File: src/verilog/rcpic_pkg.sv
// holds shared constants and carrier types of the reset-cause and pin-interrupt block
// assumes one 40 MHz bus clock and a plain register port driven by cpu or debug link
package rcpic_pkg;
    // register selects on the register port
    localparam logic [1:0] SEL_PIN_IRQ   = 2'h0;  // pin_irq_status_control
    localparam logic [1:0] SEL_CAUSE     = 2'h1;  // reset_cause_status
    localparam logic [1:0] SEL_FORCE_RST = 2'h2;  // debug_force_reset_ctl
    // pin_irq_status_control fields
    localparam int POS_POLARITY = 5;
    localparam int POS_FLAG     = 3;
    localparam int POS_ACK      = 2;
    localparam int POS_INT_EN   = 1;
    localparam int POS_MODE     = 0;
    // reset_cause_status fields
    localparam int POS_POR      = 7;
    localparam int POS_PIN      = 6;
    localparam int POS_WDOG     = 5;
    localparam int POS_OPCODE   = 4;
    localparam int POS_ADDRESS  = 3;
    localparam int POS_CLK_LOSS = 2;
    localparam int POS_LOW_VOLT = 1;
    localparam logic [7:0] CAUSE_POR_VAL = 8'h82;  // power-on plus low-voltage
    // debug_force_reset_ctl field and read value
    localparam int POS_FORCE_RST        = 0;
    localparam logic [7:0] FORCE_RD_VAL = 8'h00;
    // watchdog service sequence
    localparam logic [7:0] WDOG_KEY1 = 8'h55;
    localparam logic [7:0] WDOG_KEY2 = 8'hAA;
    localparam logic [1:0] WDOG_OFF  = 2'h0;
    // timing
    localparam int CLK_PERIOD_PS   = 25000;
    localparam int RST_HOLD_NS     = 400;  // least time the system reset stands
    localparam int RST_HOLD_CYC    = (RST_HOLD_NS * 1000 + CLK_PERIOD_PS - 1) / CLK_PERIOD_PS;
    localparam int RST_CNT_W       = 5;
    localparam int WDOG_CNT_W      = 19;

    typedef struct packed {
        logic       rd;          // read strobe, one cycle
        logic       wr;          // write strobe, one cycle
        logic       from_debug;  // access made by a serial background command
        logic [1:0] sel;         // register select
        logic [7:0] wdata;
    } rcpic_req_s;

    typedef struct packed {
        logic       low_volt_trip;   // supply under trip level
        logic       low_volt_rst_en; // low_voltage_reset_enable
        logic       clock_loss;      // external clock lost
        logic       bad_opcode;      // unimplemented opcode executed
        logic       stop_exec;       // stop instruction executed
        logic       stop_allow;
        logic       background_instr_exec;       // background_instr executed
        logic       background_mode_allow;
        logic       bad_address;     // access to unimplemented address
    } rcpic_src_s;
endpackage
File: src/verilog/rcpic_ctrl.sv
// holds the pin interrupt control, reset-cause capture, watchdog service and forced reset
// assumes cpu and debug host share one register port on clk; rst is the power-on reset
`timescale 1ns/1ps
`default_nettype none

module rcpic_ctrl #(
    parameter int WDOG_CYC_1 = 8192,    // timeout for select 1
    parameter int WDOG_CYC_2 = 65536,   // timeout for select 2
    parameter int WDOG_CYC_3 = 262144   // timeout for select 3
) (
    input  wire logic                 clk,
    input  wire logic                 rst,
    input  wire rcpic_pkg::rcpic_req_s req,
    input  wire rcpic_pkg::rcpic_src_s src,
    input  wire logic                 reset_pin_n,
    input  wire logic                 irq_pin,
    input  wire logic [1:0]           watchdog_timeout_sel,
    output logic [7:0]                rdata,
    output logic                      rvalid,
    output logic                      irq_req,
    output logic                      sys_reset
);
    import rcpic_pkg::*;

    // ----------------------------------------------------------------
    // pin synchronisers
    // ----------------------------------------------------------------
    logic [2:0] rpin_sync_ff;
    logic [2:0] ipin_sync_ff;
    logic       rpin_low_ff;
    logic       ipin_lvl_ff;
    logic       ipin_prev_ff;

    // reset pin: three stages, idle high so no false low after power-on
    always_ff @(posedge clk or posedge rst) begin
        if (rst) begin
            rpin_sync_ff <= 3'h7;
        end else begin
            rpin_sync_ff <= {rpin_sync_ff[1:0], reset_pin_n};
        end
    end

    // interrupt pin: three stages; a change counts once stages two and three agree
    always_ff @(posedge clk or posedge rst) begin
        if (rst) begin
            ipin_sync_ff <= 3'h0;
        end else begin
            ipin_sync_ff <= {ipin_sync_ff[1:0], irq_pin};
        end
    end

    // filtered reset pin level; a one-cycle glitch never reaches the sequencer
    always_ff @(posedge clk or posedge rst) begin
        if (rst) begin
            rpin_low_ff <= 1'b0;
        end else if (rpin_sync_ff[1] == rpin_sync_ff[2]) begin
            rpin_low_ff <= ~rpin_sync_ff[2];
        end
    end

    // filtered interrupt pin level and its previous value for edge finding
    always_ff @(posedge clk or posedge rst) begin
        if (rst) begin
            ipin_lvl_ff  <= 1'b0;
            ipin_prev_ff <= 1'b0;
        end else begin
            if (ipin_sync_ff[1] == ipin_sync_ff[2]) begin
                ipin_lvl_ff <= ipin_sync_ff[2];
            end
            ipin_prev_ff <= ipin_lvl_ff;
        end
    end

    // ----------------------------------------------------------------
    // register port decode
    // ----------------------------------------------------------------
    logic in_reset_ff;
    logic wr_pin;
    logic wr_cause;
    logic wr_force;

    // writes decoded per register; only the force register may be hit in reset
    assign wr_pin   = req.wr && !in_reset_ff && req.sel == SEL_PIN_IRQ;
    assign wr_cause = req.wr && !in_reset_ff && req.sel == SEL_CAUSE;
    assign wr_force = req.wr && req.from_debug && req.sel == SEL_FORCE_RST;

    // ----------------------------------------------------------------
    // pin interrupt control
    // ----------------------------------------------------------------
    logic polarity_ff;
    logic int_en_ff;
    logic mode_ff;
    logic flag_ff;
    logic pin_asserted;
    logic pin_edge;
    logic flag_set;

    // asserted level follows the polarity select
    assign pin_asserted = (ipin_lvl_ff == polarity_ff);
    assign pin_edge     = pin_asserted && (ipin_prev_ff != ipin_lvl_ff);
    assign flag_set     = pin_edge || (mode_ff && pin_asserted);

    // control bits, cleared by any system reset
    always_ff @(posedge clk or posedge rst) begin
        if (rst) begin
            polarity_ff <= 1'b0;
            int_en_ff   <= 1'b0;
            mode_ff     <= 1'b0;
        end else if (in_reset_ff) begin
            polarity_ff <= 1'b0;
            int_en_ff   <= 1'b0;
            mode_ff     <= 1'b0;
        end else if (wr_pin) begin
            polarity_ff <= req.wdata[POS_POLARITY];
            int_en_ff   <= req.wdata[POS_INT_EN];
            mode_ff     <= req.wdata[POS_MODE];
        end
    end

    // event flag; a detection in the ack cycle wins over the clear
    always_ff @(posedge clk or posedge rst) begin
        if (rst) begin
            flag_ff <= 1'b0;
        end else if (in_reset_ff) begin
            flag_ff <= 1'b0;
        end else if (flag_set) begin
            flag_ff <= 1'b1;
        end else if (wr_pin && req.wdata[POS_ACK]) begin
            flag_ff <= 1'b0;
        end
    end

    // request follows the flag while enabled; polling otherwise
    assign irq_req = flag_ff && int_en_ff;

    // ----------------------------------------------------------------
    // watchdog timer and service sequence
    // ----------------------------------------------------------------
    logic [WDOG_CNT_W-1:0] wdog_cnt_ff;
    logic [WDOG_CNT_W-1:0] wdog_limit;
    logic                  wdog_armed_ff;
    logic                  wdog_on;
    logic                  wdog_service;
    logic                  wdog_bad_wr;
    logic                  wdog_expire;

    // a lone second key is harmless; any value but the two keys resets while enabled
    assign wdog_on      = (watchdog_timeout_sel != WDOG_OFF);
    assign wdog_service = wr_cause && wdog_armed_ff && req.wdata == WDOG_KEY2;
    assign wdog_bad_wr  = wr_cause && wdog_on
                          && req.wdata != WDOG_KEY1 && req.wdata != WDOG_KEY2;
    assign wdog_expire  = wdog_on && !in_reset_ff && (wdog_cnt_ff >= wdog_limit);

    // timeout count per select
    always_comb begin
        unique case (watchdog_timeout_sel)
            2'h1:    wdog_limit = WDOG_CNT_W'(WDOG_CYC_1 - 1);
            2'h2:    wdog_limit = WDOG_CNT_W'(WDOG_CYC_2 - 1);
            2'h3:    wdog_limit = WDOG_CNT_W'(WDOG_CYC_3 - 1);
            default: wdog_limit = '0;
        endcase
    end

    // first key arms, second key clears the timer; status left alone
    always_ff @(posedge clk or posedge rst) begin
        if (rst) begin
            wdog_armed_ff <= 1'b0;
        end else if (in_reset_ff) begin
            wdog_armed_ff <= 1'b0;
        end else if (wr_cause) begin
            wdog_armed_ff <= (req.wdata == WDOG_KEY1);
        end
    end

    // counts while enabled; cleared by service or reset
    always_ff @(posedge clk or posedge rst) begin
        if (rst) begin
            wdog_cnt_ff <= '0;
        end else if (in_reset_ff || !wdog_on || wdog_service) begin
            wdog_cnt_ff <= '0;
        end else if (!wdog_expire) begin
            wdog_cnt_ff <= wdog_cnt_ff + 1'b1;
        end
    end

    // ----------------------------------------------------------------
    // reset sources and sequencing
    // ----------------------------------------------------------------
    logic [7:0]           src_now;
    logic                 force_rst;
    logic                 enter;
    logic [7:0]           cause_ff;
    logic [RST_CNT_W-1:0] hold_ff;

    // active sources at this moment, by cause bit
    always_comb begin
        src_now               = 8'h00;
        src_now[POS_PIN]      = rpin_low_ff;
        src_now[POS_WDOG]     = wdog_expire || wdog_bad_wr;
        src_now[POS_OPCODE]   = src.bad_opcode
                                || (src.stop_exec && !src.stop_allow)
                                || (src.background_instr_exec && !src.background_mode_allow);
        src_now[POS_ADDRESS]  = src.bad_address;
        src_now[POS_CLK_LOSS] = src.clock_loss;
        src_now[POS_LOW_VOLT] = src.low_volt_trip && src.low_volt_rst_en;
    end

    // ----------------------------------------------------------------
    // reset-cause status
    // ----------------------------------------------------------------

    // entry needs the block out of reset, so a held source cannot restart the hold or recapture the cause while in reset
    assign force_rst = wr_force && req.wdata[POS_FORCE_RST];
    assign enter     = !in_reset_ff && (force_rst || src_now != 8'h00);

    // cause capture only at reset entry
    always_ff @(posedge clk or posedge rst) begin
        if (rst) begin
            cause_ff <= CAUSE_POR_VAL;
        end else if (enter) begin
            cause_ff <= force_rst ? 8'h00 : src_now;
        end
    end

    // ----------------------------------------------------------------
    // system reset sequencing
    // ----------------------------------------------------------------

    // holds the system reset for the least time, longer while the reset pin stays low
    always_ff @(posedge clk or posedge rst) begin
        if (rst) begin
            in_reset_ff <= 1'b1;
            hold_ff     <= RST_CNT_W'(RST_HOLD_CYC - 1);
        end else if (enter) begin
            in_reset_ff <= 1'b1;
            hold_ff     <= RST_CNT_W'(RST_HOLD_CYC - 1);
        end else if (in_reset_ff) begin
            if (hold_ff != '0) begin
                hold_ff <= hold_ff - 1'b1;
            end else if (!rpin_low_ff) begin
                in_reset_ff <= 1'b0;
            end
        end
    end

    // straight from a flip-flop so the rest of the chip sees no glitch
    assign sys_reset = in_reset_ff;

    // ----------------------------------------------------------------
    // read data
    // ----------------------------------------------------------------
    logic [7:0] rdata_ff;
    logic       rvalid_ff;
    logic [7:0] nxt_rdata;

    // ack bit and bit 0 of the cause register always read zero
    always_comb begin
        nxt_rdata = 8'h00;
        unique case (req.sel)
            SEL_PIN_IRQ: begin
                nxt_rdata[POS_POLARITY] = polarity_ff;
                nxt_rdata[POS_FLAG]     = flag_ff;
                nxt_rdata[POS_INT_EN]   = int_en_ff;
                nxt_rdata[POS_MODE]     = mode_ff;
            end
            SEL_CAUSE:     nxt_rdata = cause_ff;
            SEL_FORCE_RST: nxt_rdata = FORCE_RD_VAL;
            default:       nxt_rdata = 8'h00;
        endcase
    end

    // one-cycle read answer
    always_ff @(posedge clk or posedge rst) begin
        if (rst) begin
            rdata_ff  <= 8'h00;
            rvalid_ff <= 1'b0;
        end else begin
            rvalid_ff <= req.rd;
            if (req.rd) begin
                rdata_ff <= nxt_rdata;
            end
        end
    end

    // read answer straight from flip-flops
    assign rdata  = rdata_ff;
    assign rvalid = rvalid_ff;
endmodule

`default_nettype wire

File: config.mk
export PLATFORM = sky130hd
export DESIGN_NAME = rcpic_ctrl
export DESIGN_NICKNAME = d
export VERILOG_FILES = /design/src/verilog/rcpic_pkg.sv /design/src/verilog/rcpic_ctrl.sv
export SDC_FILE = /design/constraint.sdc
export NUM_CORES = 1
export LEC_CHECK = 0
export ABC_AREA = 1
export BUFFER_PORTS_ARGS = -buffer_cell sky130_fd_sc_hd__buf_2
export CAP_MARGIN = 5
export CELL_PAD_IN_SITES_DETAIL_PLACEMENT = 1
export CELL_PAD_IN_SITES_GLOBAL_PLACEMENT = 2
export CORE_MARGIN = 4
export CORE_UTILIZATION = 30
export CTS_BUF_LIST = sky130_fd_sc_hd__clkbuf_4 sky130_fd_sc_hd__clkbuf_8
export CTS_CLUSTER_SIZE = 20
export DETAILED_ROUTE_END_ITERATION = 10
export GPL_TIMING_DRIVEN = 0
export PLACE_DENSITY_LB_ADDON = 0.08
export SLEW_MARGIN = 0
export SYNTH_ARGS = -nofsm -noshare
export SYNTH_HDL_FRONTEND = slang
export SYNTH_SLANG_ARGS = --single-unit
export TNS_END_PERCENT = 30
File: constraint.sdc
create_clock -name clk -period 1.65 [get_ports clk]
set_input_delay 0.165 -clock clk [delete_from_list [all_inputs] [get_ports clk]]
set_output_delay 0.165 -clock clk [all_outputs]
set_load 0.01 [all_outputs]
Word-level counts from Yosys, hierarchy flattened

Index checks and enable logic that the tools add are counted.

$lt $le $gt $ge: 1
Add/subtract/negate cells: 2
$mul: 0
Reduce and logical (&&, ||, !) cells: 42
Equal/unequal tests: 14
Bitwise gates (word level): 1
Shift operators: 0
Muxes and demuxes: 28
Divide/modulo/power cells: 0

Operators with widths:

| kind                    | number |
|---|---|
| $pmux W18 S3            | 1 |
| $mux W19                | 2 |
| $logic_and A1 B1 Y1     | 21 |
| $add A19 B1 Y19 const B | 1 |
| $ge A19 B19 Y1          | 1 |
| $mux W1                 | 17 |
| $mux W5                 | 3 |
| $reduce_bool A2 Y1      | 5 |
| $eq A8 B7 Y1 const B    | 1 |
| $eq A8 B8 Y1 const B    | 1 |
| $ne A8 B7 Y1 const B    | 1 |
| $ne A8 B8 Y1 const B    | 1 |
| $reduce_bool A8 Y1      | 1 |
| $logic_or A1 B1 Y1      | 7 |
| $mux W7                 | 1 |
| $eq A2 B2 Y1 const B    | 3 |
| $reduce_bool A5 Y1      | 1 |
| $sub A5 B1 Y5 const B   | 1 |
| $eq A2 B1 Y1 const B    | 2 |
| $logic_not A1 Y1        | 4 |
| $pmux W1 S2             | 2 |
| $pmux W2 S2             | 1 |
| $eq A1 B1 Y1            | 3 |
| $reduce_bool A3 Y1      | 1 |
| 6 further kinds         | 6 |

Latch bits: 0
Bits in read-only memories: 0
Memory bits (writable): 0
Memories: 0
Register bits after elaboration: 56
Logic and storage cells: 104
Output and inout bits: 11

Logic depth before layout (Yosys ltp)

Gate-level depths: netlist of the first run.

Depth after elaboration: 12
Depth in mapped cells: 14
Gate-level depth less buffers: 13

Worst setup path after synthesis of the first run

Ideal clock, no wire load.

Path type: register to register
Start point: reg wdog_cnt_ff[16]
End point: reg cause_ff[2]
Cell stages (with the launch flop): 14
Path slack: -173 ps
Buffers on the path: 1
Data arrival time: 1706 ps
Setup time: 117 ps
Cell sequence: dfrtp_1 -> ha_1 -> nand2_1 -> nor2_1 -> inv_1 -> nor2_1 -> nand4_2 -> nand2_4 -> nand2_4 -> nand3_2 -> nand2_2 -> buf_6 -> nand2_1 -> nand2_1

Word-level cells in the longest chain between the ends: 6

RTL lines:

| what                   | line              | text |
|---|---|---|
| from (decl)            | rcpic_ctrl.sv:139 | `logic [WDOG_CNT_W-1:0] wdog_cnt_ff;` |
| from (signal assigned) | rcpic_ctrl.sv:182 | `wdog_cnt_ff <= wdog_cnt_ff + 1'b1;` |
| $ge A19 B19 Y1         | rcpic_ctrl.sv:152 | `assign wdog_expire = wdog_on && !in_reset_ff && (wdog_cnt_ff >= wdog_limit);` |
| $logic_and A1 B1 Y1    | rcpic_ctrl.sv:152 |  |
| $logic_or A1 B1 Y1     | rcpic_ctrl.sv:199 | `src_now[POS_WDOG] = wdog_expire \|\| wdog_bad_wr;` |
| $reduce_bool A8 Y1     | rcpic_ctrl.sv:214 | `assign enter = !in_reset_ff && (force_rst \|\| src_now != 8'h00);` |
| $logic_or A1 B1 Y1     | rcpic_ctrl.sv:214 |  |
| $logic_and A1 B1 Y1    | rcpic_ctrl.sv:214 |  |
| to (signal assigned)   | rcpic_ctrl.sv:221 | `cause_ff <= force_rst ? 8'h00 : src_now;` |
| to (decl)              | rcpic_ctrl.sv:192 | `logic [7:0] cause_ff;` |

Every way passes these cells.
A chain may end at the register's enable or synchronous reset.

Worst setup path in the final report of the first run

Start point: reg wdog_cnt_ff[17]
End point: reg cause_ff[2]

Same word-level chain as after synthesis.

==> results of run 1 <==
==> per-stage QoR <==
stage / power [mW] / utilization / cells / worst slack (ps) / area (um2)
4_1_cts: 3.31 / 0.381 / 588 / -264 / 3760
6_report: 3.24 / 0.386 / 588 / -221 / 3800
2_1_floorplan: 2.16 / - / 392 / -117 / 3080
3_5_place_dp: 2.40 / 0.350 / 564 / -458 / 3450
5_1_grt: 3.49 / 0.386 / 588 / -353 / 3800
3_3_place_gp: 2.37 / 0.348 / 563 / -761 / 3430
==> worst max-delay path: cells and delay by family, from the launching register on <==
family | cells | cell delay [ps]
flip-flops | 1 | 400
adder cells (fa/ha/maj) | 1 | 290
AND/OR/NAND/NOR | 11 | 940
buffers and inverters | 1 | 140
==> metal layers <==
layer / routed length (um) / up-vias / part of all wire
li1: - / 1388 / -
met1: 3870 / 1352 / 0.45
met2: 4430 / 35 / 0.51
met3: 215 / 8 / 0.025
met4: 106 / 0 / 0.012
met5: 0 / - / 0
==> layout make-up <==
class                      instances  area (um2)  share of cell area
sequential                        55        1390               0.365
timing repair buffer              55         342              0.0898
tap                              133         166              0.0437
buffer                             6        45.0              0.0118
clock inverter                     3        28.8             0.00756
inverter                          47         176              0.0464
clock buffer                       5        68.8              0.0181
multi-input combinational        284        1590               0.417
==> registers in the layout, indices dropped and copies added, names as in the netlist <==
register,count
cause_ff,7
flag_ff,1
hold_ff,5
int_en_ff,1
ipin_lvl_ff,1
ipin_prev_ff,1
ipin_sync_ff,3
mode_ff,1
polarity_ff,1
rdata,8
rpin_low_ff,1
rpin_sync_ff,3
rvalid,1
sys_reset,1
wdog_armed_ff,1
wdog_cnt_ff,19
==> worst max path at each step <==
stage | slack, ps | startpoint | cells after the start | to
floorplan | -120 | wdog_cnt_ff[16]$_DFFE_PP0P_ | 13 | cause_ff[2]$_DFFE_PP0P_
global placement | -760 | rst | 2 | rvalid$_DFF_PP0_
detailed placement | -460 | wdog_cnt_ff[16]$_DFFE_PP0P_ | 13 | cause_ff[3]$_DFFE_PP0P_
CTS | -260 | wdog_cnt_ff[16]$_DFFE_PP0P_ | 13 | cause_ff[5]$_DFFE_PP0P_
global route | -350 | wdog_cnt_ff[17]$_DFFE_PP0P_ | 13 | cause_ff[5]$_DFFE_PP0P_
finish | -220 | wdog_cnt_ff[17]$_DFFE_PP0P_ | 13 | cause_ff[2]$_DFFE_PP0P_
==> report_power, final <==
part	total [mW]	switching, mW	internal [mW]
clock network	0.812	0.496	0.316
registers	1.71	0.126	1.59
logic	0.716	0.422	0.294
total	3.24	1.04	2.20
==> repair_timing <==
action / in CTS / in global routing
pin swaps: 8 / 8
resized for setup: 16 / 16
buffers inserted: 11 / 0
hold endpoints to repair: 18 / 0
cloned: 1 / 0
hold buffers: 4 / 0
endpoints found under the setup margin: 32 / 35
==> synth_stat cells (all sizes together) <==
cell type / count
a21oi: 7
nor4: 4
nand4: 6
nor2: 43
o21a: 1
nand3b: 8
o22ai: 1
or2: 2
nand2: 114
maj3: 1
a31oi: 5
xnor2: 1
ha: 8
clkbuf: 2
xor2: 11
inv: 47
nor3b: 1
a211oi: 1
o31ai: 1
buf: 4
nand3: 39
dfrtp: 45
o21ai: 16
dfstp: 10
nor3: 14
==> kinds of logic after synthesis <==
kind of cell	count (synthesis)
DFF	55
buffers and inverters	53
adders and majority gates	9
AOI/OAI and AO/OA	32
xor gates and xnor gates	12
and+or+nand+nor	231
==> reports/results.txt, run 1 <==
CTS built an H-tree with a depth of 2. The number of cells on the worst hold path came out at 3. TritonCTS built the clock tree. The worst-case register-to-register setup slack is -220 ps.

The number of antenna diodes is 0, and the total number of nets in the final design is 490. The fraction of final layout cells with drive strength greater than 1 is 0.248, and the register clock-pin slew on the reported worst setup and hold paths is 110 ps. The clock sink count is 55. The tools report the total detailed-routing wirelength as 8.63 mm. After global routing the overflow that remains totals 0. Entering global routing, the biggest net connects 40 pins. For the total setup violations reported at the end of the flow, the log shows 32. The die is 109 um tall. STA classifies the critical path endpoint as a register. Portion of the post-synthesis area used by sequential elements: 0.452. The number of max-capacitance violations reported is 0, and the die footprint is 11900 um2.

Dividing the detail-routed wire length by the instance count gives 14.7 um. The number of port buffers was 38; the overall global routing resource usage was 0.160. The number of global-route vias before repair was 2993; the count of cell types in the netlist was 35. The summed instance area of the synthesized netlist was 3080 um2. For this run, the detailed router's first-pass iteration total came to 4.

In this run the remaining antenna-violating nets after routing total 0. The fraction of synthesized area in multiplexers was 0; the maximum vdd drop was 0.478 mV. Final number of hold-violating endpoints: 0. The effective utilization at floorplan was 0.312; the setup slack of the critical path after layout was -221 ps. Compared with the post-synthesis result, the final layout area differs by 23.7%.

Detailed placement ended at an HPWL of 6.50 mm. The total vias in the final route is 2783. The I/O pin total was 39; the area share of fa/ha/maj cells after synthesis was 0.0358. For this design, the slowest cell found on the critical path is dfrtp_1. The global routing usage on met1 was 0.196.

In the layout the commonest cells are nand2_1, inv_1, dfrtp_1, buf_2, nand3_1. The fraction of the mapped netlist area in simple logic gates was 0.346. The final reports fail on setup timing. The tools report the remaining max-slew budget at the tightest pin as 0.663. The clock passes through at most 2 buffers. For this design the static power due to leakage is 1.80 nW. The die is 109 um wide. The floorplan core area is 9860 um2. The tightest hold path in the finished design has a slack of 95.7 ps. For the fill cell total of the finished layout, the log shows 1222. The post-route clock skew came out at 7.46 ps.

The worst setup path is launched from a register. Static timing analysis puts the maximum clock frequency at 0.534 GHz. Share of the synthesized area in the top cell type: 0.366. For the finished layout, the period the worst path requires is 1870 ps. The hold path endpoint was cause_ff[3]$_DFFE_PP0P_. The run finished, with violations left. For this run, the slowest stage of the critical path takes 400 ps. The critical path goes through ha_1, nand2_2, nor2_4, nand4_1, nor2_1, nor2_2, nand2_4, nand2_8, nand3_4, nand2_4, buf_6, nand2_1, nand2_1. For the worst path arrival time, the log shows 2090 ps. Setup repair after global routing could not meet its margin everywhere.

The tools report the launch instance of the worst min-delay path as src[0]. The xor and xnor area share after synthesis came out at 0.0342. In the routed design, unresolved DRC markers number 0.

Yosys warning count: 0. Row generation in the floorplan step produced 36 rows. For the final routed database, the setup TNS stands at -5600 ps. The slew of the pin with the lowest slew margin came out at 504 ps.

The commonest non-fill, non-tap cell in the layout was nand2_1. The main combinational cell family by area after synthesis is simple AND/OR/NAND/NOR gates. Counting the buffers created by CTS gives 5.

Each instance of the synthesized netlist takes up on average 7.85 um2. The run gives 428 as the net count after synthesis. The initial antenna violation count is 0, and the post-route clock period utilization is 1.13. Max-slew violation total from the final report: 0. Of all cell types, the one taking the most synthesized area is dfrtp_1. In the routed layout, each cell is associated on average with a via count of 4.73. The met2 capacity usage during global routing is 0.293. Synthesis handed over a netlist of 392 instances. Worst hold path class: in2reg. The insertion delay to the later sink of the worst-skew pair is 310 ps. Global-route wire length before repair: 14.9 mm. In this run the critical register-to-register path is launched from wdog_cnt_ff[17]$_DFFE_PP0P_. The worst register-to-register path ends at cause_ff[2]$_DFFE_PP0P_.

The register bit total from synthesis was 55. The layer carrying the most global-route usage was met2. The post-synthesis compound-gate area fraction is 0.0614. The starting DRC count in detailed routing is 60. Counting cells, the worst reg-to-reg path comes to 13.

The run gives 1870 ps as the worst endpoint required time. Sorting the synthesized cells by area gives the leading types as dfrtp_1, nand2_1, dfstp_2. The worst setup path is of the reg2reg kind. In this run the worst path has a maximum fanout of 5. For the met3 routing resource usage after global routing, the log shows 0.0255. The tools report the final estimated routing congestion in global placement as 0.819. CTS placed an instance of clkbuf_8 at the clock tree root. For this design the ratio of total power to cell area is 852 nW/um2.
No activity file was read; power rests on OpenSTA's default activity.
==> run 2: changes to the inputs <==
Settings changed: CTS_CLUSTER_DIAMETER set to 50, PLACE_DENSITY set to 0.73, PLACE_DENSITY_LB_ADDON 0.08 to not set.
Clock period 1.65 ns to 2.1 ns, I/O delays scaled along.
==> run 2 against run 1 <==
Net effect:
- the run now ends clean
- hold slack improved by 45 ps
- via count fell by 2.7%
- clock-buffer cell count did not move
- worst setup slack improved by 370 ps
- critical path type unchanged
- sequential power fell by 21%
- non-clock buffer count fell by 2
- utilization fell by 0.49 points
==> reports/results.txt, run 2 (same netlist as run 1, synthesis figures left out) <==
The post-route clock skew is 8.35 ps (+0.888 ps), and the fill cell total of the finished layout is 1223 (+0.082%). For the placement-stage cell area, the log shows 3450 um2 (about the same). The final number of hold-violating endpoints came out at 0 (unchanged). The largest stage delay on the critical path works out to 410 ps (about the same).

The flip-flop count of the largest register, all copies and words added came out at 19 (unchanged). Setup repair after global routing left no endpoint under its margin. For the number of antenna diodes, the log shows 0 (unchanged). The number of placement rows came out at 36 (unchanged). The most frequent cell on the critical path was nand2_1. The run gives 34 (-15%) as the pin count of the biggest net entering global routing. The logs give 564 (unchanged) for the number of cells after detailed placement and 586 (-0.34%) for the count of non-filler cells in the finished layout. The effective utilization at floorplan is 0.312 (unchanged).

For the overall global routing resource usage, the log shows 0.154 (-0.00621). Worst hold path class: in2reg. Slew of the pin with the lowest slew margin: 542 ps (+38.9 ps). The remaining max-slew budget at the tightest pin was 0.638 (-0.0252); the post-route clock period utilization was 0.927 (-0.207). Type of the worst setup path: reg2reg.

The flow ran to the end, and the final reports show no timing, DRC or antenna violations. The ratio of routed vias to standard cells works out to 4.62 (-2.4%). The I/O pin total is 39 (unchanged).

The power per standard cell area is 723 nW/um2 (-15%), and the final HPWL from detailed placement is 6.31 mm (-2.9%). The tools report the total setup violations reported at the end of the flow as 0 (-100%). For the total detailed-routing wirelength, the log shows 8.30 mm (-3.8%). The number of port buffers was 38 (unchanged). The worst reg-to-reg path cell count works out to 13 (unchanged).

The worst-case register-to-register setup slack is 150 ps (+370 ps), and the worst path buffer plus inverter count is 2 (+1). The tools report the maximum vdd drop as 0.366 mV (-23%). The total vias in the final route is 2707 (-2.7%), and the largest buffer count on any clock path is 2 (unchanged). The setup slack of the critical path after layout came out at 153 ps (+374 ps). The die span in y was 109 um (unchanged). The tools report the worst path arrival time as 2150 ps (+60 ps). The most critical setup path has its startpoint at wdog_cnt_ff[17]$_DFFE_PP0P_. STA classifies the critical path endpoint as a register. The total number of nets in the final design is 488 (-0.41%). The total clock buffers created by CTS was 5 (unchanged); the routed wire length per instance was 14.2 um (-3.5%). The register clock-pin slew on the reported worst setup and hold paths is 110 ps (about the same). The logs give 310 ps (about the same) for the insertion delay to the later sink of the worst-skew pair and 9860 um2 (unchanged) for the floorplan core area. The antenna violation net count after detailed routing was 0 (unchanged).

The design area came out at 3760 um2 (-1.3%). The final estimated routing congestion in global placement is 0.787 (-3.8%). The run gives 2955 (-1.3%) as the number of global-route vias before repair. Launching point of the worst reg2reg path: wdog_cnt_ff[17]$_DFFE_PP0P_. The capture instance of the worst register-to-register path is cause_ff[2]$_DFFE_PP0P_. Starting DRC count in detailed routing: 68 (+13%).

The family with the most delay on the worst path is simple AND/OR/NAND/NOR gates. The global-route wire length before repair came out at 14.5 mm (-2.7%). In the layout the commonest cells are nand2_1, inv_1, dfrtp_1, buf_2, nand3_1. The initial antenna violation count came out at 0 (unchanged). The overflow left after global routing was 0 (unchanged); the maximum fanout encountered on the critical timing path was 6 (+1). The fraction of final layout cells with drive strength greater than 1 came out at 0.214 (-0.0342). The tools report the clock tree root buffer cell as clkbuf_8. Horizontal extent of the die: 109 um (unchanged).

The number of DRC violations after detailed routing is 0 (unchanged). The run gives 1.80 nW (-0.27%) as the static leakage. The logs give 0.381 (-0.00495) for the post-layout utilization of the core and 0 (unchanged) for the max-slew violation total from the final report.

The clock sink count is 55 (unchanged). Leaving out fill and tap cells, the most frequent cell in the layout is nand2_1. The logs give 2310 ps (+440 ps) for the worst endpoint required time and -73.5 ps (+384 ps) for the post-place setup slack. The die footprint is 11900 um2 (unchanged). The slowest stage of the critical path belongs to the cell dfrtp_1. Relative to the synthesized area, the layout overhead comes to 22.1%. The path length in cells of the critical path came out at 13 (unchanged). The post-route minimum period is 1950 ps (+75.7 ps), and the highest attainable clock frequency is 0.514 GHz (-3.9%). In this run the worst setup path terminates at cause_ff[2]$_DFFE_PP0P_. wdog_cnt_ff holds more flip-flops than any other register. The run gives 4 (unchanged) as the total iterations of the first detailed-routing run.

For the number of H-tree levels, the log shows 2 (unchanged). The tools report the number of max-capacitance violations reported as 0 (unchanged). The sort of element at the start of the critical path was a register. The critical path goes through ha_1, nand2_1, nor2_2, inv_1, nor2_2, nand4_2, nand2_4, nand2_8, nand3_2, nand2_2, buf_6, nand2_1, nand2_1. TritonCTS built the clock tree.
run 2: final cells by class:
type | count | area [um2] | area share
Buffer | 6 | 42.5 | 0.0113
Clock buffer | 5 | 68.8 | 0.0183
Clock inverter | 3 | 67.6 | 0.0180
Inverter | 47 | 176 | 0.0470
Multi-Input combinational cell | 284 | 1520 | 0.405
Sequential cell | 55 | 1390 | 0.370
Tap cell | 133 | 166 | 0.0443
Timing Repair Buffer | 53 | 323 | 0.0859
run 2: where the power goes:
| part | switching, mW | internal, mW |
|---|---|---|
| Clock | 0.372 | 0.476 |
| Sequential | 0.103 | 1.25 |
| Combinational | 0.306 | 0.212 |
run 2: worst register-to-register path, stage by stage, from the launching register on:
cell,delay (ps)
dfrtp_1,410
ha_1,280
nand2_1,70
nor2_2,170
inv_1,70
nor2_2,120
nand4_2,120
nand2_4,130
nand2_8,80
nand3_2,90
nand2_2,80
buf_6,140
nand2_1,50
nand2_1,40
run 2: stage by stage:
stage          power, mW  TNS [ps]  hold slack [ps]
6_report            2.72         0              141
5_1_grt             2.91         0              139
3_5_place_dp        1.89      -409              294
4_1_cts             2.75         0             4.97
2_1_floorplan       1.70         0              214
3_3_place_gp        1.86    -13990              317
run 2: worst min-delay path by stage:
| stage | from | endpoint | slack, ps | cells past startpoint |
|---|---|---|---|---|
| 3_5_place_dp | rst | wdog_cnt_ff[3]$_DFFE_PP0P_ | 290 | 2 |
| 5_1_grt | src[0] | cause_ff[3]$_DFFE_PP0P_ | 140 | 3 |
| 6_report | src[0] | cause_ff[3]$_DFFE_PP0P_ | 140 | 3 |
| 3_3_place_gp | reset_pin_n | rpin_sync_ff[0]$_DFF_PP1_ | 320 | 1 |
| 2_1_floorplan | reset_pin_n | rpin_sync_ff[0]$_DFF_PP1_ | 210 | 0 |
| 4_1_cts | req[12] | rvalid$_DFF_PP0_ | 5 | 1 |
run 2: per-layer routing:
metal,vias to the layer above,global-route usage,routed length [um]
li1,1384,-,-
met1,1284,0.193,3890
met2,29,0.275,4120
met3,10,0.0201,185
met4,0,0.0472,106
met5,-,0,0
run 2: what timing repair did:
| item | in CTS | in global routing |
|---|---|---|
| setup buffers | 2 | 7 |
| cloned | 0 | 1 |
| pin swaps | 1 | 5 |
| hold buffers | 3 | 1 |
| hold endpoints to repair | 20 | 1 |
| endpoints found under the setup margin | 17 | 31 |
| resized for setup | 2 | 8 |
==> run 3: changes to the inputs <==
Settings changed: BUFFER_PORTS_ARGS -buffer_cell sky130_fd_sc_hd__buf_2 to not set, CAP_MARGIN 5 to 20, DONT_BUFFER_PORTS set to 1, PLACE_DENSITY 0.73 to not set, PLACE_DENSITY_LB_ADDON set to 0.1.
==> run 3 against run 2 <==
Net effect:
- power down 4.1%
- largest power group unchanged
- clock skew decreased by 2.6 ps
- critical endpoint is now wdog_cnt_ff[6]$_DFFE_PP0P_
- maximum frequency up 0.37%
- die area stayed put
- first-iteration DRC count increased by 12%
- register-to-register slack hardly changed
- clock power shrank 10%
==> reports/results.txt, run 3 (same netlist as run 1, synthesis figures left out) <==
The total setup violations reported at the end of the flow came out at 0 (unchanged). The logs give 0 ps (unchanged) for the post-route setup TNS and 11900 um2 (unchanged) for the die footprint. The insertion delay to the later sink of the worst-skew pair was 300 ps (about the same). The logs give 4 (unchanged) for the total iterations of the first detailed-routing run and 2 (unchanged) for the largest buffer count on any clock path. The maximum vdd drop was 0.329 mV (-10%); the number of H-tree levels was 2 (unchanged). For the total clock buffers created by CTS, the log shows 5 (unchanged).

For the total detailed-routing wirelength, the log shows 8.46 mm (+2.0%). The global-route wire length before repair was 14.2 mm (-2.1%). The run finished with clean final reports. Type of the worst setup path: reg2reg.

The tools report the floorplan core area as 9860 um2 (unchanged). The static leakage is 1.64 nW (-8.9%). The run gives 0.190 (-0.00297) as the global routing usage on met1.

The library cells used most frequently in the layout, excluding fill and tap cells, are nand2_1, inv_1, dfrtp_1, nand3_1, nor2_1. The run gives 36 (unchanged) as the number of placement rows. The number of antenna diodes is 0 (unchanged). Routed wire length per instance: 15.5 um (+9.2%). The path class of the tightest hold or removal check is in2reg. The clock sink count is 55 (unchanged). The top register by number of flip-flops was wdog_cnt_ff. The logs give 0 (unchanged) for the number of DRC violations after detailed routing and 76 (+12%) for the starting DRC count in detailed routing.

Highest attainable clock frequency: 0.515 GHz (+0.37%). The logs give 2120 ps (-30 ps) for the worst path arrival time and 0.739 (-6.1%) for the final estimated routing congestion in global placement. Walking the worst path, the cells encountered are ha_1, a21oi_1, o21ai_1, nand2_1, nand2_1, nor2_2, nand2_4, buf_4, nor2_2, xor2_1, nor2_1. The library cell used most frequently in the layout, excluding fill and tap cells, is nand2_1. The worst endpoint required time was 2280 ps (-30 ps).

For the total number of nets in the final design, the log shows 449 (-8.0%). The logs give 0.278 (+0.00307) for the met2 capacity usage during global routing and 2815 (-4.7%) for the number of global-route vias before repair. Capture instance of the worst register-to-register path: wdog_cnt_ff[6]$_DFFE_PP0P_.

TritonCTS built the clock tree. The largest stage delay on the critical path works out to 460 ps (+50 ps). The max-slew violation total from the final report was 0 (unchanged). On the critical path, the stage with the largest delay is an instance of dfrtp_2. The tools report the final number of hold-violating endpoints as 0 (unchanged). The startpoint identified for the worst hold timing path is req[5].

The post-route clock period utilization works out to 0.924 (-0.00346). Fraction of final layout cells with drive strength greater than 1: 0.138 (-0.0764). Clock tree root buffer cell: clkbuf_8. The path with the worst hold slack has its endpoint at polarity_ff$_DFFE_PP0P_. For the initial antenna violation count, the log shows 0 (unchanged). In this run the critical register-to-register path is launched from wdog_cnt_ff[14]$_DFFE_PP0P_.

The post-route clock skew is 5.73 ps (-2.62 ps), and the worst-case register-to-register setup slack is 160 ps (about the same). Setup repair after global routing could not meet its margin everywhere. The number of port buffers is 0 (-100%), and the number of cells on the worst hold path is 2 (-1). The pin count of the biggest net entering global routing was 30 (-12%); the overflow left after global routing was 0 (unchanged). The total vias in the final route was 2622 (-3.1%); the power per standard cell area was 736 nW/um2 (+1.8%).

The layer flagged by global routing as most heavily used is met2. The tools report the post-layout utilization of the core as 0.359 (-0.0218). Critical path endpoint category: a register. The tools report the final HPWL from detailed placement as 6.38 mm (+1.1%). The horizontal extent of the die came out at 109 um (unchanged).

The post-route minimum period is 1940 ps (-7.27 ps), and the effective utilization at floorplan is 0.312 (unchanged). The met3 routing resource usage after global routing was 0.0278 (+0.00770). Relative to the synthesized area, the layout overhead comes to 15.1%. The flip-flop count of the largest register, all copies and words added is 19 (unchanged), and the die span in y is 109 um (unchanged).

The ratio of routed vias to standard cells is 4.79 (+3.8%), and the number of max-capacitance violations reported is 0 (unchanged). The maximum fanout encountered on the critical timing path was 6 (unchanged). The register clock-pin slew on the reported worst setup and hold paths works out to 100 ps (about the same). The count of non-filler cells in the finished layout is 547 (-6.7%). The tools report the sort of element at the start of the critical path as a register. Remaining max-slew budget at the tightest pin: 0.601 (-0.0368). The number of cells after detailed placement came out at 526 (-6.7%). The worst reg-to-reg path cell count was 11 (-2); the overall global routing resource usage was 0.154 (-0.000652). The logs give 0 (unchanged) for the antenna violation net count after detailed routing and 39 (unchanged) for the I/O pin total. The slew of the pin with the lowest slew margin works out to 598 ps (+55.2 ps). The tools report the final-layout worst hold slack as 43.2 ps (-97.3 ps).
==> run 3: worst max-delay path, delay by kind of cell (launching register included) <==
kind	cells	cell delay, ps
simple gates	6	520
buf+inv	1	180
flops	1	460
xor+xnor	1	150
fa+ha+maj	1	300
compound gates	2	230
==> run 3: final cells by class <==
class / instances / area, um2
flip-flops and latches: 55 / 1390
clock buffers: 6 / 82.6
well taps: 133 / 166
plain buffers: 6 / 48.8
multi-input cells: 284 / 1510
clock inverters: 2 / 38.8
fillers: 1207 / 6320
inverters: 47 / 176
repair buffers: 14 / 128
==> run 3: how the worst max path moves through the flow <==
| stage | end | from | slack, ps | depth (start not counted) |
|---|---|---|---|---|
| finish | wdog_cnt_ff[6]$_DFFE_PP0P_ | wdog_cnt_ff[14]$_DFFE_PP0P_ | 160 | 11 |
| floorplan | cause_ff[2]$_DFFE_PP0P_ | wdog_cnt_ff[16]$_DFFE_PP0P_ | 280 | 13 |
| global route | wdog_cnt_ff[4]$_DFFE_PP0P_ | wdog_cnt_ff[15]$_DFFE_PP0P_ | -8 | 12 |
| global placement | rpin_low_ff$_DFFE_PP0N_ | rst | -250 | 1 |
| detailed placement | cause_ff[4]$_DFFE_PP0P_ | wdog_cnt_ff[16]$_DFFE_PP0P_ | -70 | 13 |
| CTS | cause_ff[2]$_DFFE_PP0P_ | wdog_cnt_ff[15]$_DFFE_PP0P_ | 10 | 13 |
==> run 3: what timing repair did <==
item | CTS | global route
gates cloned | 0 | 2
pin swaps | 1 | 6
hold buffers | 4 | 0
endpoints found under the hold margin | 24 | 0
resized for setup | 3 | 13
endpoints found under the setup margin | 18 | 28
setup buffers | 2 | 5
==> run 3: per-layer routing <==
metal | wire length (um) | share of wire | vias up
met5 | 0 | 0 | -
met1 | 3790 | 0.45 | 1283
met4 | 37 | 0.0044 | 0
met3 | 294 | 0.035 | 2
met2 | 4350 | 0.51 | 31
li1 | - | - | 1306
==> run 3: where the power goes <==
part / leakage, nW / switching, mW / internal, mW / total, mW
logic: 0.878 / 0.293 / 0.192 / 0.485
clock network: 0.0618 / 0.367 / 0.393 / 0.760
registers: 0.699 / 0.114 / 1.25 / 1.36
==> run 3: through the flow <==
| stage | total power [mW] | setup slack (ps) | cell area (um2) |
|---|---|---|---|
| 2_1_floorplan | 1.70 | 277 | 3080 |
| 3_3_place_gp | 1.81 | -252 | 3240 |
| 3_5_place_dp | 1.83 | -70.5 | 3260 |
| 4_1_cts | 2.62 | 13.1 | 3440 |
| 5_1_grt | 2.81 | -7.79 | 3540 |
| 6_report | 2.61 | 160 | 3540 |
